`config.mk`:
```
export PLATFORM = sky130hd
export DESIGN_NAME = cbp_parser
export DESIGN_NICKNAME = d
export VERILOG_FILES = /design/src/cbp_pkg.sv /design/src/cbp_crc16.sv /design/src/cbp_parser.sv
export SDC_FILE = /design/constraint.sdc
export NUM_CORES = 1
export LEC_CHECK = 0
export BUFFER_PORTS_ARGS = -buffer_cell sky130_fd_sc_hd__buf_2
export CAP_MARGIN = 30
export CORE_MARGIN = 5
export CORE_UTILIZATION = 54
export CTS_CLUSTER_SIZE = 28
export DETAILED_ROUTE_END_ITERATION = 16
export PLACE_DENSITY = 0.78
export SETUP_SLACK_MARGIN = 0.5
export SYNTH_ARGS = -nofsm -noshare
export SYNTH_HDL_FRONTEND = slang
export SYNTH_SLANG_ARGS = --single-unit
export TNS_END_PERCENT = 5
```
`constraint.sdc`:
```
create_clock -name CORE_CLK -period 3.1 [get_ports CORE_CLK]
set_clock_uncertainty 0.05 [all_clocks]
set_input_delay 0.31 -clock CORE_CLK [delete_from_list [all_inputs] [get_ports CORE_CLK]]
set_output_delay 0.31 -clock CORE_CLK [all_outputs]
set_load 0.01 [all_outputs]
```
`src/cbp_pkg.sv`:
```
// constants, types and register map for the configuration stream parser
package cbp_pkg;

  // stream field patterns
  localparam logic [3:0]  PRE_SER    = 4'h2;
  localparam logic [7:0]  PRE_EXP    = 8'hf2;
  localparam logic [7:0]  START_EXP  = 8'hfe;
  localparam logic [3:0]  CHK_SER    = 4'h6;
  localparam logic [7:0]  CHK_EXP    = 8'hd2;
  localparam logic [7:0]  POST_SER   = 8'h7f;

  // field lengths and counts
  localparam logic [15:0] LEN_BITS_LAST  = 16'h0017;
  localparam logic [15:0] EXP_LEN_LAST   = 16'h0002;
  localparam logic [15:0] EXP_SEP_LAST   = 16'h0002;
  localparam logic [15:0] CHK_BITS_LAST  = 16'h0003;
  localparam logic [15:0] POST_BITS_LAST = 16'h0007;
  localparam logic [2:0]  STARTUP_LAST   = 3'h3;
  localparam int          LAST_DATA_BITS = 7;
  localparam logic [3:0]  RB_CRC_LAST    = 4'ha;

  // crc-16 ccitt
  localparam logic [15:0] CRC_POLY = 16'h1021;
  localparam logic [15:0] CRC_INIT = 16'h0000;

  // master clock divider: half period of the configuration clock
  localparam int          CORE_CLK_NS   = 8;
  localparam int          CFG_CLK_MIN_NS = 80;
  localparam int          CFG_HALF_CYC  = (CFG_CLK_MIN_NS / 2 + CORE_CLK_NS - 1) / CORE_CLK_NS;

  // register offsets
  localparam logic [3:0]  OFS_CTRL   = 4'h0;
  localparam logic [3:0]  OFS_STATUS = 4'h4;
  localparam logic [3:0]  OFS_LENGTH = 4'h8;
  localparam logic [3:0]  OFS_FRAMES = 4'hc;

  // control field positions and reset value
  localparam int          CTRL_EXPRESS = 0;
  localparam int          CTRL_CRC_EN  = 1;
  localparam int          CTRL_MASTER  = 2;
  localparam int          CTRL_RESTART = 3;
  localparam logic [2:0]  CTRL_RST     = 3'h0;

  typedef enum logic [3:0] {
    ST_HUNT, ST_LEN, ST_SEP, ST_DATA, ST_CHECK, ST_GAP,
    ST_POST, ST_LENWAIT, ST_STARTUP, ST_DONE, ST_ERR
  } cbp_state_e;

  typedef struct packed {
    logic       master;
    logic       crc_en;
    logic       express;
  } cbp_ctrl_s;

  typedef struct packed {
    logic       done_pin;
    logic       init_pin;
    logic       done;
    logic       full;
    logic       error;
    logic [3:0] state;
  } cbp_status_s;

endpackage

```
`src/cbp_crc16.sv`:
```
// serial crc-16 ccitt shift register
`timescale 1ns/100ps
module cbp_crc16
  import cbp_pkg::*;
(
  // clock and reset
  input  wire logic        clk,
  input  wire logic        rst_n,
  // control
  input  wire logic        clear,
  input  wire logic        en,
  input  wire logic        bit_in,
  // result
  output      logic [15:0] crc
);

  logic [15:0] crc_reg;
  logic [15:0] crc_next;
  logic        fb;

  always_comb begin
    fb       = crc_reg[15] ^ bit_in;
    crc_next = crc_reg;
    if (clear) begin
      crc_next = CRC_INIT;
    end else if (en) begin
      crc_next = {crc_reg[14:0], 1'b0} ^ (fb ? CRC_POLY : 16'h0000);
    end
  end

  always_ff @(posedge clk) begin
    if (!rst_n) begin
      crc_reg <= CRC_INIT;
    end else begin
      crc_reg <= crc_next;
    end
  end

  assign crc = crc_reg;

endmodule

```
`src/cbp_parser.sv`:
```
// configuration stream parser and checker, serial and express modes
// Operation
// - header: ones, preamble, 24-bit length, separator; express uses 24 fill bits
// - preamble 0010b serial, 11110010b express, then capture length count
// - frame is start field, data bits, check field; start 0b or 11111110b
// - serial postamble 01111111b after last frame; none in express mode
// - four start-up clocks follow data; their values are ignored
// - express ignores length count; start-up begins once all frames arrive, done rises four clocks later
// - express allows only constant-field check; serial selects crc or constant
// - constant check field must be 0110b serial or 11010010b express
// - crc mode compares running crc with four check bits per frame
// - last frame compares eleven bits: four check plus last seven data
// - frame error halts loading, drives wait/error line low, waits
// - clock master keeps driving configuration clock after an error
// - readback appends 11 msbs of crc-16 ccitt checksum
// - extra leading ones and, crc off, trailing ones are accepted
// - serial bits leftmost first; express leftmost bit on line 0
// - serial frame holds one start bit and four check bits plus data
// - serial daisy output high from separator until frames done, then follows
// - serial start-up only when full and clock count equals length
`timescale 1ns/100ps
module cbp_parser
  import cbp_pkg::*;
#(
  parameter int FRAME_DATA      = 121,
  parameter int NUM_FRAMES      = 428,
  parameter int EXP_FRAME_BYTES = 16
)(
  // clock and reset
  input  wire logic        CORE_CLK,
  input  wire logic        RESET_N,
  // register port
  input  wire logic [3:0]  ADDR,
  input  wire logic [31:0] WDATA,
  input  wire logic        WR,
  input  wire logic        RD,
  output      logic [31:0] RDATA,
  // configuration link pins
  input  wire logic        CONFIG_CLOCK_I,
  output      logic        CONFIG_CLOCK_O,
  output      logic        CONFIG_CLOCK_OE,
  input  wire logic        SERIAL_DATA,
  input  wire logic [7:0]  PARALLEL_CONFIG_BYTES,
  input  wire logic        CHAIN_SELECT,
  input  wire logic        RECONFIG_N,
  output      logic        DAISY_OUT,
  // open-drain status pins
  input  wire logic        INIT_I,
  output      logic        INIT_O,
  output      logic        INIT_OE,
  input  wire logic        DONE_I,
  output      logic        DONE_O,
  output      logic        DONE_OE,
  // readback stream
  input  wire logic        RB_BIT,
  input  wire logic        RB_VLD,
  input  wire logic        RB_END,
  output      logic        RB_OUT,
  output      logic        RB_OUT_VLD
);

  if (FRAME_DATA < LAST_DATA_BITS + 1 || FRAME_DATA > 65535) $error("FRAME_DATA out of range");
  if (NUM_FRAMES < 1 || NUM_FRAMES > 65535) $error("NUM_FRAMES out of range");
  if (EXP_FRAME_BYTES < 1 || EXP_FRAME_BYTES > 65535) $error("EXP_FRAME_BYTES out of range");

  localparam logic [15:0] FD_LAST    = 16'(FRAME_DATA - 1);
  localparam logic [15:0] FD_TAIL    = 16'(FRAME_DATA - LAST_DATA_BITS);
  localparam logic [15:0] NF_LAST    = 16'(NUM_FRAMES - 1);
  localparam logic [15:0] EB_LAST    = 16'(EXP_FRAME_BYTES - 1);
  localparam logic [7:0]  HALF_LAST  = 8'(CFG_HALF_CYC - 1);

  function automatic logic [7:0] rev8(input logic [7:0] v);
    for (int i = 0; i < 8; i++) begin
      rev8[7 - i] = v[i];
    end
  endfunction

  // pin synchronisers: clock, data, bytes, select, reconfig, init, done
  logic [13:0] sync1_reg;
  logic [13:0] sync2_reg;
  logic        clk_prev_reg;
  logic        s_clk, s_din, s_cs, s_recfg_n, s_init, s_done;
  logic [7:0]  s_bytes;
  logic        rise, fall;

  always_ff @(posedge CORE_CLK) begin
    if (!RESET_N) begin
      sync1_reg    <= 14'h0000;
      sync2_reg    <= 14'h0000;
      clk_prev_reg <= 1'b0;
    end else begin
      sync1_reg    <= {DONE_I, INIT_I, RECONFIG_N, CHAIN_SELECT, PARALLEL_CONFIG_BYTES, SERIAL_DATA, CONFIG_CLOCK_I};
      sync2_reg    <= sync1_reg;
      clk_prev_reg <= sync2_reg[0];
    end
  end

  assign s_clk     = sync2_reg[0];
  assign s_din     = sync2_reg[1];
  assign s_bytes   = sync2_reg[9:2];
  assign s_cs      = sync2_reg[10];
  assign s_recfg_n = sync2_reg[11];
  assign s_init    = sync2_reg[12];
  assign s_done    = sync2_reg[13];
  assign rise      = s_clk & ~clk_prev_reg;
  assign fall      = ~s_clk & clk_prev_reg;

  // registers and software restart
  cbp_ctrl_s   ctrl_reg, ctrl_next;
  logic [31:0] rdata_reg, rdata_next;
  logic        sw_restart;
  logic        restart;

  // parser state
  cbp_state_e  state_reg, state_next;
  logic [7:0]  sh_reg, sh_next;
  logic [15:0] cnt_reg, cnt_next;
  logic [15:0] frames_reg, frames_next;
  logic [23:0] len_reg, len_next;
  logic [23:0] clks_reg, clks_next;
  logic [10:0] tail_reg, tail_next;
  logic [2:0]  su_reg, su_next;
  logic        full_reg, full_next;
  logic        error_reg, error_next;
  logic        done_reg, done_next;
  logic        dout_reg, dout_next;
  logic [15:0] cfg_crc;
  logic        crc_en_bit;
  logic [7:0]  xbyte;
  logic [3:0]  v4;
  logic [7:0]  v8;
  logic        last_frame;
  logic        chk_ok;
  logic        express;

  assign sw_restart = WR && ADDR == OFS_CTRL && WDATA[CTRL_RESTART];
  assign restart    = sw_restart || !s_recfg_n;
  assign express    = ctrl_reg.express;
  assign xbyte      = rev8(s_bytes);
  assign last_frame = frames_reg == NF_LAST;
  assign v4         = {sh_reg[2:0], s_din};
  assign v8         = {sh_reg[6:0], s_din};

  // running crc over serial frame data, tail of last frame held aside
  assign crc_en_bit = rise && !express && ctrl_reg.crc_en && state_reg == ST_DATA
                      && !(last_frame && cnt_reg >= FD_TAIL);

  cbp_crc16 u_cfg_crc (
    .clk    (CORE_CLK),
    .rst_n  (RESET_N),
    .clear  (restart || state_reg == ST_HUNT),
    .en     (crc_en_bit),
    .bit_in (s_din),
    .crc    (cfg_crc)
  );

  always_comb begin
    state_next  = state_reg;
    sh_next     = sh_reg;
    cnt_next    = cnt_reg;
    frames_next = frames_reg;
    len_next    = len_reg;
    clks_next   = clks_reg;
    tail_next   = tail_reg;
    su_next     = su_reg;
    full_next   = full_reg;
    error_next  = error_reg;
    done_next   = done_reg;
    dout_next   = dout_reg;
    chk_ok      = 1'b0;
    if (restart) begin
      state_next  = ST_HUNT;
      sh_next     = 8'hff;
      cnt_next    = 16'h0000;
      frames_next = 16'h0000;
      clks_next   = 24'h000000;
      full_next   = 1'b0;
      error_next  = 1'b0;
      done_next   = 1'b0;
    end else if (rise && express) begin
      case (state_reg)
        ST_HUNT: begin
          if (xbyte == PRE_EXP) begin
            state_next = ST_LEN;
            cnt_next   = 16'h0000;
          end
        end
        ST_LEN: begin
          cnt_next = cnt_reg + 16'h0001;
          if (cnt_reg == EXP_LEN_LAST) begin
            state_next = ST_SEP;
            cnt_next   = 16'h0000;
          end
        end
        ST_SEP: begin
          cnt_next = cnt_reg + 16'h0001;
          if (cnt_reg == EXP_SEP_LAST) begin
            state_next = ST_GAP;
          end
        end
        ST_GAP: begin
          if (s_cs && xbyte == START_EXP) begin
            state_next = ST_DATA;
            cnt_next   = 16'h0000;
          end
        end
        ST_DATA: begin
          if (s_cs) begin
            cnt_next = cnt_reg + 16'h0001;
            if (cnt_reg == EB_LAST) begin
              state_next = ST_CHECK;
            end
          end
        end
        ST_CHECK: begin
          if (s_cs) begin
            if (xbyte != CHK_EXP) begin
              state_next = ST_ERR;
              error_next = 1'b1;
            end else if (last_frame) begin
              frames_next = frames_reg + 16'h0001;
              full_next   = 1'b1;
              state_next  = ST_STARTUP;
              su_next     = 3'h0;
            end else begin
              frames_next = frames_reg + 16'h0001;
              state_next  = ST_GAP;
            end
          end
        end
        ST_STARTUP: begin
          su_next = su_reg + 3'h1;
          if (su_reg == STARTUP_LAST) begin
            state_next = ST_DONE;
            done_next  = 1'b1;
          end
        end
        default: begin
        end
      endcase
    end else if (rise) begin
      if (state_reg != ST_ERR && state_reg != ST_DONE) begin
        clks_next = clks_reg + 24'h000001;
      end
      case (state_reg)
        ST_HUNT: begin
          sh_next = {sh_reg[6:0], s_din};
          if (v4 == PRE_SER) begin
            state_next = ST_LEN;
            cnt_next   = 16'h0000;
          end
        end
        ST_LEN: begin
          len_next = {len_reg[22:0], s_din};
          cnt_next = cnt_reg + 16'h0001;
          if (cnt_reg == LEN_BITS_LAST) begin
            state_next = ST_SEP;
          end
        end
        ST_SEP, ST_GAP: begin
          if (!s_din) begin
            state_next = ST_DATA;
            cnt_next   = 16'h0000;
          end else if (state_reg == ST_GAP && ctrl_reg.crc_en) begin
            state_next = ST_ERR;
            error_next = 1'b1;
          end
        end
        ST_DATA: begin
          cnt_next = cnt_reg + 16'h0001;
          if (cnt_reg >= FD_TAIL) begin
            tail_next = {tail_reg[9:0], s_din};
          end
          if (cnt_reg == FD_LAST) begin
            state_next = ST_CHECK;
            cnt_next   = 16'h0000;
          end
        end
        ST_CHECK: begin
          sh_next   = {sh_reg[6:0], s_din};
          tail_next = {tail_reg[9:0], s_din};
          cnt_next  = cnt_reg + 16'h0001;
          if (cnt_reg == CHK_BITS_LAST) begin
            if (!ctrl_reg.crc_en) begin
              chk_ok = v4 == CHK_SER;
            end else if (last_frame) begin
              chk_ok = {tail_reg[9:0], s_din} == cfg_crc[15:5];
            end else begin
              chk_ok = v4 == cfg_crc[15:12];
            end
            if (!chk_ok) begin
              state_next = ST_ERR;
              error_next = 1'b1;
            end else if (last_frame) begin
              frames_next = frames_reg + 16'h0001;
              full_next   = 1'b1;
              state_next  = ST_POST;
              cnt_next    = 16'h0000;
            end else begin
              frames_next = frames_reg + 16'h0001;
              state_next  = ST_GAP;
            end
          end
        end
        ST_POST: begin
          sh_next  = {sh_reg[6:0], s_din};
          cnt_next = cnt_reg + 16'h0001;
          if (cnt_reg == POST_BITS_LAST) begin
            if (v8 != POST_SER) begin
              state_next = ST_ERR;
              error_next = 1'b1;
            end else if (clks_next == len_reg) begin
              state_next = ST_STARTUP;
              su_next    = 3'h0;
            end else begin
              state_next = ST_LENWAIT;
            end
          end
        end
        ST_LENWAIT: begin
          if (full_reg && clks_next == len_reg) begin
            state_next = ST_STARTUP;
            su_next    = 3'h0;
          end
        end
        ST_STARTUP: begin
          su_next = su_reg + 3'h1;
          if (su_reg == STARTUP_LAST) begin
            state_next = ST_DONE;
            done_next  = 1'b1;
          end
        end
        default: begin
        end
      endcase
    end
    if (express) begin
      dout_next = full_reg;
    end else if (fall) begin
      dout_next = s_din;
      if (!full_reg && (state_reg == ST_SEP || state_reg == ST_DATA || state_reg == ST_CHECK
                        || state_reg == ST_GAP)) begin
        dout_next = 1'b1;
      end
    end
  end

  always_ff @(posedge CORE_CLK) begin
    if (!RESET_N) begin
      state_reg  <= ST_HUNT;
      sh_reg     <= 8'hff;
      cnt_reg    <= 16'h0000;
      frames_reg <= 16'h0000;
      len_reg    <= 24'h000000;
      clks_reg   <= 24'h000000;
      tail_reg   <= 11'h000;
      su_reg     <= 3'h0;
      full_reg   <= 1'b0;
      error_reg  <= 1'b0;
      done_reg   <= 1'b0;
      dout_reg   <= 1'b1;
    end else begin
      state_reg  <= state_next;
      sh_reg     <= sh_next;
      cnt_reg    <= cnt_next;
      frames_reg <= frames_next;
      len_reg    <= len_next;
      clks_reg   <= clks_next;
      tail_reg   <= tail_next;
      su_reg     <= su_next;
      full_reg   <= full_next;
      error_reg  <= error_next;
      done_reg   <= done_next;
      dout_reg   <= dout_next;
    end
  end

  // master clock divider, runs regardless of parser state
  logic [7:0]  div_reg, div_next;
  logic        cko_reg, cko_next;

  always_comb begin
    div_next = div_reg;
    cko_next = cko_reg;
    if (ctrl_next.master) begin
      div_next = div_reg + 8'h01;
      if (div_reg == HALF_LAST) begin
        div_next = 8'h00;
        cko_next = ~cko_reg;
      end
    end else begin
      div_next = 8'h00;
      cko_next = 1'b0;
    end
  end

  always_ff @(posedge CORE_CLK) begin
    if (!RESET_N) begin
      div_reg <= 8'h00;
      cko_reg <= 1'b0;
    end else begin
      div_reg <= div_next;
      cko_reg <= cko_next;
    end
  end

  // readback checksum append
  logic [15:0] rb_crc;
  logic        rb_busy_reg, rb_busy_next;
  logic [3:0]  rb_idx_reg, rb_idx_next;
  logic        rbo_reg, rbo_next;
  logic        rbv_reg, rbv_next;

  cbp_crc16 u_rb_crc (
    .clk    (CORE_CLK),
    .rst_n  (RESET_N),
    .clear  (rb_busy_reg && rb_idx_reg == RB_CRC_LAST),
    .en     (RB_VLD && !rb_busy_reg),
    .bit_in (RB_BIT),
    .crc    (rb_crc)
  );

  always_comb begin
    rb_busy_next = rb_busy_reg;
    rb_idx_next  = rb_idx_reg;
    rbo_next     = 1'b0;
    rbv_next     = 1'b0;
    if (rb_busy_reg) begin
      rbo_next    = rb_crc[4'hf - rb_idx_reg];
      rbv_next    = 1'b1;
      rb_idx_next = rb_idx_reg + 4'h1;
      if (rb_idx_reg == RB_CRC_LAST) begin
        rb_busy_next = 1'b0;
        rb_idx_next  = 4'h0;
      end
    end else if (RB_VLD) begin
      rbo_next = RB_BIT;
      rbv_next = 1'b1;
    end else if (RB_END) begin
      rb_busy_next = 1'b1;
    end
  end

  always_ff @(posedge CORE_CLK) begin
    if (!RESET_N) begin
      rb_busy_reg <= 1'b0;
      rb_idx_reg  <= 4'h0;
      rbo_reg     <= 1'b0;
      rbv_reg     <= 1'b0;
    end else begin
      rb_busy_reg <= rb_busy_next;
      rb_idx_reg  <= rb_idx_next;
      rbo_reg     <= rbo_next;
      rbv_reg     <= rbv_next;
    end
  end

  // register port
  cbp_status_s status;

  assign status = '{done_pin: s_done, init_pin: s_init, done: done_reg, full: full_reg,
                    error: error_reg, state: state_reg};

  always_comb begin
    ctrl_next  = ctrl_reg;
    rdata_next = 32'h00000000;
    if (WR && ADDR == OFS_CTRL) begin
      ctrl_next.express = WDATA[CTRL_EXPRESS];
      ctrl_next.crc_en  = WDATA[CTRL_CRC_EN] & ~WDATA[CTRL_EXPRESS];
      ctrl_next.master  = WDATA[CTRL_MASTER];
    end
    if (RD) begin
      case (ADDR)
        OFS_CTRL:   rdata_next = {29'h0, ctrl_reg};
        OFS_STATUS: rdata_next = {23'h0, status};
        OFS_LENGTH: rdata_next = {8'h00, len_reg};
        OFS_FRAMES: rdata_next = {16'h0000, frames_reg};
        default:    rdata_next = 32'h00000000;
      endcase
    end
  end

  always_ff @(posedge CORE_CLK) begin
    if (!RESET_N) begin
      ctrl_reg  <= CTRL_RST;
      rdata_reg <= 32'h00000000;
    end else begin
      ctrl_reg  <= ctrl_next;
      rdata_reg <= rdata_next;
    end
  end

  // open-drain low drivers and done enable
  logic od_low_reg;
  logic done_oe_reg;

  always_ff @(posedge CORE_CLK) begin
    if (!RESET_N) begin
      od_low_reg  <= 1'b0;
      done_oe_reg <= 1'b1;
    end else begin
      od_low_reg  <= 1'b0;
      done_oe_reg <= ~done_next;
    end
  end

  assign RDATA           = rdata_reg;
  assign CONFIG_CLOCK_O  = cko_reg;
  assign CONFIG_CLOCK_OE = ctrl_reg.master;
  assign DAISY_OUT       = dout_reg;
  assign INIT_O          = od_low_reg;
  assign INIT_OE         = error_reg;
  assign DONE_O          = od_low_reg;
  assign DONE_OE         = done_oe_reg;
  assign RB_OUT          = rbo_reg;
  assign RB_OUT_VLD      = rbv_reg;

endmodule

```
### After elaboration in Yosys (flattened, before gate mapping)

Index checks and enable logic that the tools add are counted.

| word-level totals | value |
|---|---|
| bits in registers | 221 |
| bits in latches | 0 |
| memory bits (writable) | 0 |
| memory bits (read-only) | 0 |
| output and inout bits | 41 |
| logic and storage cells | 286 |
| memories kept | 0 |

| operators by class | value |
|---|---|
| $add $sub $neg | 7 |
| $mul | 0 |
| div/mod/pow operators | 0 |
| $lt $le $gt $ge | 2 |
| equality and inequality tests | 63 |
| shifts and indexed selects | 0 |
| mux-type cells | 116 |
| bitwise logic cells | 16 |
| reductions and logical operators | 54 |

Operators by type and width:

| kind | count |
|---|---|
| $mux W16 | 20 |
| $pmux W16 S5 | 2 |
| $mux W24 | 4 |
| $mux W4 | 24 |
| $pmux W24 S4 | 1 |
| $ne A3 B3 Y1 const B | 20 |
| $mux W1 | 44 |
| $add A16 B1 Y16 const B | 2 |
| $eq A16 B2 Y1 const B | 2 |
| $pmux W4 S8 | 1 |
| $xor A16 B16 Y16 | 2 |
| $mux W3 | 10 |
| $pmux W4 S7 | 1 |
| $mux W13 | 2 |
| $add A24 B1 Y24 const B | 1 |
| $eq A24 B24 Y1 | 1 |
| $eq A4 B3 Y1 const B | 6 |
| $reduce_and A11 Y1 | 2 |
| $pmux W10 S2 | 1 |
| $reduce_and A17 Y1 | 1 |
| $eq A16 B3 Y1 const B | 1 |
| $eq A16 B4 Y1 const B | 1 |
| $eq A16 B5 Y1 const B | 1 |
| $eq A16 B7 Y1 const B | 1 |
| 50 further kinds | 107 |

### Depth between registers and ports, before layout

| logic depth | value |
|---|---|
| depth in word-level cells | 13 |
| depth in mapped cells | 12 |
| mapped depth without buffers | 10 |

### Modules after synthesis

A second synthesis with hierarchy kept.

| second synthesis, totals | value |
|---|---|
| cells, all modules | 1253 |
| area, all modules | 10481.3 um^2 |

Modules (own cells, without submodules):

| module | instances | cells each | area an instance (um^2) | seq. area each (um^2) |
|---|---|---|---|---|
| cbp_parser | 1 | 1133 | 9217.6 | 3623.5 |
| cbp_crc16 | 2 | 60 | 631.9 | 320.3 |

### Least setup slack after synthesis

Ideal clock, no wire load.

| path | value |
|---|---|
| kind | reg2reg |
| from | register clks_reg[0] |
| to | register state_reg[1] |
| library setup time | 0.127 ns |
| arrival time | 2.847 ns |
| slack | 0.077 ns |
| stages on the path, launching flop included | 12 |
| path buffers | 1 |
| period minus slack after synthesis | 3.023 ns |
| path through | dfxtp_1 ha_1 clkbuf_1 nand3_1 a211o_1 or3_1 a211oi_1 and4_1 nand4_4 o21a_1 nor4b_2 nor3_1 |

| between the ends | value |
|---|---|
| word-level cells in the longest chain between the ends | 12 |
| elaborated cells between the ends (all ways) | 15 |
| those cells by class | 1 x add/sub; 2 x eq/ne; 10 x mux; 2 x reduce/logical |

RTL lines:

| what | RTL line | source |
|---|---|---|
| start, declared | cbp_parser.sv:120 | `logic [23:0] clks_reg, clks_next;` |
| start signal, assigned | cbp_parser.sv:368 | `clks_reg <= clks_next;` |
| $add A24 B1 Y24 | cbp_parser.sv:243 | `clks_next = clks_reg + 24'h000001;` |
| $mux W24 * | cbp_parser.sv:242 | `if (state_reg != ST_ERR && state_reg != ST_DONE) begin` |
| $mux W24 * | cbp_parser.sv:241 | `end else if (rise) begin` |
| $mux W24 * | cbp_parser.sv:180 | `end else if (rise && express) begin` |
| $mux W24 * | cbp_parser.sv:171 | `if (restart) begin` |
| $eq A24 B24 Y1 * | cbp_parser.sv:312, cbp_parser.sv:321 |  |
| $mux W4 | cbp_parser.sv:312 | `end else if (clks_next == len_reg) begin` |
| $mux W4 | cbp_parser.sv:309 | `if (v8 != POST_SER) begin` |
| $mux W4 | cbp_parser.sv:308 | `if (cnt_reg == POST_BITS_LAST) begin` |
| $pmux W4 S8 | cbp_parser.sv:245 | `case (state_reg)` |
| $mux W4 | cbp_parser.sv:241 |  |
| $mux W4 | cbp_parser.sv:180 |  |
| end signal, assigned | cbp_parser.sv:363 | `state_reg <= state_next;` |
| end, declared | cbp_parser.sv:115 | `cbp_state_e state_reg, state_next;` |

Mark *: on every way between the ends. The rest lies on a longest branch, timed or not. The select of a mux whose other input is x is not followed.
A chain may end at the register's enable or synchronous reset.

### Final worst setup path

| path | value |
|---|---|
| from | register state_reg[1] |
| to | register su_reg[0] |

| between the ends | value |
|---|---|
| word-level cells in the longest chain between the ends | 10 |
| elaborated cells between the ends (all ways) | 27 |
| those cells by class | 15 x eq/ne; 8 x mux; 4 x reduce/logical |

RTL lines:

| what | RTL line | source |
|---|---|---|
| $ne A4 B4 Y1 | cbp_parser.sv:242 |  |
| $logic_and A1 B1 Y1 | cbp_parser.sv:242 |  |
| $mux W24 | cbp_parser.sv:242 |  |
| $mux W24 | cbp_parser.sv:241 |  |
| $mux W24 | cbp_parser.sv:180 |  |
| $mux W24 | cbp_parser.sv:171 |  |
| $eq A24 B24 Y1 | cbp_parser.sv:312, cbp_parser.sv:321 |  |
| $logic_and A1 B1 Y1 | cbp_parser.sv:321 | `if (full_reg && clks_next == len_reg) begin` |
| $ne A3 B3 Y1 (no line) | -- |  |
| $reduce_and A11 Y1 (no line) | -- |  |
| end signal, assigned | cbp_parser.sv:370 | `su_reg <= su_next;` |
| end, declared | cbp_parser.sv:122 | `logic [2:0] su_reg, su_next;` |

Several ways; a longest one is shown, not always the timed one. The select of a mux whose other input is x is not followed.

==> impl_metrics.csv <==
group,metric,value,unit
run_status,outcome,"completed",
placement,count_of_buffers_from_port_buffering,59,
grt,grt.overflow.total,0,
clock_network,clock_tree_from_tritoncts,"done",
finish,final_nets,1392,
pwr,power,5.99,mW
clock_network,clk-insertion-delay-late,530,ps
synthesis,yosys_warnings,0,
synthesis,netlist_top_cells_area,"sky130_fd_sc_hd__dfxtp_1 (41%), sky130_fd_sc_hd__nand2_1 (5.8%), sky130_fd_sc_hd__xnor2_1 (5.3%)",
grt,global_route_wire_length_before_repair,44.2,mm
synthesis,syn-mean-instance-area,8.47,sq um
synthesis,complex_gate_fraction_of_the_synthesized_area,0.132,
finish,layout.area.seq,0.00431,sq mm
drt,drtIter0Drc,610,
drt,detail-route-antenna-nets,0,
synthesis,post_synthesis_mux_area_share,0.0496,
floorplan,num_rows,50,
sta,tightestPinTransition,636,ps
synthesis,syn-instance-count,1228,
clock_network,max-clock-path-buffers,3,
pwr,power_density,475,mW/mm^2
drt,detail_route.first_pass.iterations,7,
grt,grt_pass1_vias,8903,
critical_path,critPathKind,"reg2reg",
critical_path,critical_path_maximum_fanout,8,
critical_path,critPathLaunchType,"flip-flop",
synthesis,synth-seq-area-share,0.410,
clock_network,clock_slew_at_reported_path_ffs,60,ps
synthesis,synth.largest_area_cell,"sky130_fd_sc_hd__dfxtp_1",
synthesis,mappedNetlistArea,0.0104,sq mm
synthesis,synth_top_family_by_area,"simple AND/OR/NAND/NOR gates",
drt,num_vias,9173,
finish,n_fill_cell,1450,
pwr,max-vdd-ir-drop,0.405,mV
clock_network,clock-root-buffer,"sky130_fd_sc_hd__clkbuf_16",
critical_path,setup.reg_to_reg.worst_slack,230,ps
critical_path,timing.critical_path.required,3470,ps
synthesis,synth_seq_cells,213,
synthesis,synth_enable_flop_cells,0,
sta,final-hold-violation-count,0,
floorplan,fp.dieH,149,um
critical_path,cp-end-kind,"flip-flop",
critical_path,arrival,3240,ps
synthesis,synthFlopType,"sky130_fd_sc_hd__dfxtp_1",
grt,grt_antenna_before_repair,0,
placement,gp_congestion,0.930,
finish,num_antenna_cells,0,
synthesis,async_sr_flop_fraction,0,
sta,timing.hold.ws,36.7,ps
floorplan,io-pin-count,98,
sta,layout_min_cycle_time,2870,ps
synthesis,synthDistinctLibCells,77,
grt,grt_max_degree,51,
floorplan,initial_utilization,0.552,
flow_run,max_cap_viol_count,0,
clock_network,tritoncts_num_sinks,213,
finish,layout-area-overhead-vs-synth,21.2,%
finish,final_layout_size_suffix_gt1_frac,0.183,
clock_network,numCtsBuffers,24,
synthesis,synth_fa_ha_area_frac,0.0108,
synthesis,post-synth-top-area-fraction,0.410,
drt,avgRoutedWirePerCell,16.8,um
sta,fmaxAchievable,349,MHz
finish,multi_input_area,0.00600,sq mm
min_path,min-delay-path-class,"in2reg",
floorplan,die_area,0.0221,sq mm
drt,detail_route.vias_per_cell,5.72,
grt,groute.usage.overall,0.238,
placement,post-dp-hpwl,17.6,mm
sta,slew_viol_final,0,
pwr,static-leakage-power,4.59,nW
sta,finalSetupViolCount,0,
floorplan,die_x,149,um
drt,drt_drc_violations_left,0,
synthesis,post_synth_and_or_nand_nor_area_fraction,0.263,
drt,wl,26.9,mm
floorplan,core_region_area,0.0188,sq mm
sta,slew-limit-headroom,0.574,
sta,final.period_utilization,0.925,
clock_network,htree_levels,1,
sta,setup_tns,0,ps
sta,rsz_0062_raised_after_global_routing,"true",
synthesis,synthesized_area_fraction_occupied_by_xor_and_xnor_cells,0.0926,
-- where the power goes --
| group | switching [mW] | internal [mW] |
|---|---|---|
| sequential | 0.0201 | 2.76 |
| clock | 1.16 | 1.89 |
| combinational | 0.0958 | 0.0728 |
| total | 1.27 | 4.72 |
-- cells in the mapped netlist, types with 30 or more instances --
| master | instances |
|---|---|
| sky130_fd_sc_hd__dfxtp_1 | 213 |
| sky130_fd_sc_hd__nand2_1 | 162 |
| sky130_fd_sc_hd__nor2_1 | 132 |
| sky130_fd_sc_hd__clkbuf_1 | 65 |
| sky130_fd_sc_hd__xnor2_1 | 63 |
| sky130_fd_sc_hd__a21oi_1 | 51 |
| sky130_fd_sc_hd__xor2_1 | 47 |
| sky130_fd_sc_hd__and2_1 | 46 |
| sky130_fd_sc_hd__mux2i_1 | 38 |
| sky130_fd_sc_hd__nand3_1 | 37 |
| sky130_fd_sc_hd__o21ai_0 | 33 |
| sky130_fd_sc_hd__nand4_1 | 30 |
-- cells by family after synthesis --
logic type | Yosys count
other cells | 1
flops | 213
buf+inv | 102
xor+xnor | 110
simple gates | 547
fa+ha+maj | 9
compound gates | 201
mux | 45
-- worst paths after layout --
path | cells after the start | start | endpoint
worst max register to register | 13 | state_reg[1] | su_reg[0]
worst min-delay path | 3 | WDATA[0] | express
worst min register to register | 1 | sync1_reg[11] | sync2_reg[11]
worst max-delay path | 13 | state_reg[1] | su_reg[0]
-- repair_timing --
item                                    in CTS  in global routing
gates resized for setup                     50                 23
hold buffers                                16                  0
hold endpoints to repair                    16                  0
endpoints found under the setup margin      39                 40
gates cloned                                 1                  1
setup buffers                               18                  6
pin swaps                                   18                 15
-- placed cells by master, fill, tap and decap left out, types with 5 or more instances in the layout --
cell type,n
sky130_fd_sc_hd__dfxtp_1,190
sky130_fd_sc_hd__nand2_1,162
sky130_fd_sc_hd__nor2_1,130
sky130_fd_sc_hd__buf_4,64
sky130_fd_sc_hd__xnor2_1,63
sky130_fd_sc_hd__buf_2,59
sky130_fd_sc_hd__a21oi_1,51
sky130_fd_sc_hd__xor2_1,46
sky130_fd_sc_hd__and2_1,46
sky130_fd_sc_hd__mux2i_1,38
sky130_fd_sc_hd__nand3_1,36
sky130_fd_sc_hd__o21ai_0,33
sky130_fd_sc_hd__nand4_1,30
sky130_fd_sc_hd__a21boi_0,26
sky130_fd_sc_hd__nor3_1,25
sky130_fd_sc_hd__clkbuf_16,24
sky130_fd_sc_hd__nor2b_1,22
sky130_fd_sc_hd__inv_1,18
sky130_fd_sc_hd__dfxtp_2,17
sky130_fd_sc_hd__dlygate4sd3_1,16
sky130_fd_sc_hd__and3_1,14
sky130_fd_sc_hd__a22oi_1,12
sky130_fd_sc_hd__or3_1,11
sky130_fd_sc_hd__nor4_2,10
sky130_fd_sc_hd__conb_1,10
sky130_fd_sc_hd__nand2b_1,8
sky130_fd_sc_hd__a31oi_1,8
sky130_fd_sc_hd__ha_1,7
sky130_fd_sc_hd__and4_1,6
sky130_fd_sc_hd__a222oi_1,6
sky130_fd_sc_hd__dfxtp_4,6
sky130_fd_sc_hd__nor4_1,5
sky130_fd_sc_hd__mux4_2,5
sky130_fd_sc_hd__clkbuf_8,5
-- layout make-up --
cell class | instances | area share
Clock buffer | 33 | 0.0543
Clock inverter | 10 | 0.0146
Inverter | 18 | 0.00536
Multi-Input combinational cell | 923 | 0.476
Sequential cell | 213 | 0.342
Tap cell | 260 | 0.0258
Timing Repair Buffer | 146 | 0.0828
-- stage by stage --
| stage | util | instance area (sq um) | instances | setup slack [ps] |
|---|---|---|---|---|
| after floorplan | - | 10500 | 1237 | 403 |
| after global placement | 0.588 | 11100 | 1517 | 196 |
| after detailed placement | 0.589 | 11100 | 1518 | 103 |
| after CTS | 0.662 | 12500 | 1596 | 275 |
| after global routing | 0.670 | 12600 | 1603 | 124 |
| final | 0.670 | 12600 | 1603 | 232 |
-- metal layers --
metal / part of all wire / wire [um] / vias to the layer above / GRT usage
met5: 0 / 0 / - / 0
met4: 0.034 / 918 / 0 / 0.0778
met3: 0.067 / 1800 / 75 / 0.0389
met2: 0.48 / 12900 / 315 / 0.403
met1: 0.42 / 11400 / 4336 / 0.311
li1: - / - / 4447 / -
-- worst max-delay path: stages (launching register included) --
cell and delay (ps):
sky130_fd_sc_hd__dfxtp_2 340, sky130_fd_sc_hd__xor2_2 180, sky130_fd_sc_hd__buf_6 150, sky130_fd_sc_hd__buf_4 130, sky130_fd_sc_hd__a2111oi_2 400, sky130_fd_sc_hd__buf_4 210, sky130_fd_sc_hd__nand2_1 70, sky130_fd_sc_hd__xnor2_1 160
sky130_fd_sc_hd__and4_1 270, sky130_fd_sc_hd__nand4_4 200, sky130_fd_sc_hd__buf_6 180, sky130_fd_sc_hd__nor2_2 110, sky130_fd_sc_hd__o21bai_2 110, sky130_fd_sc_hd__a31o_1 220
Power figures use the tool's default switching activity.
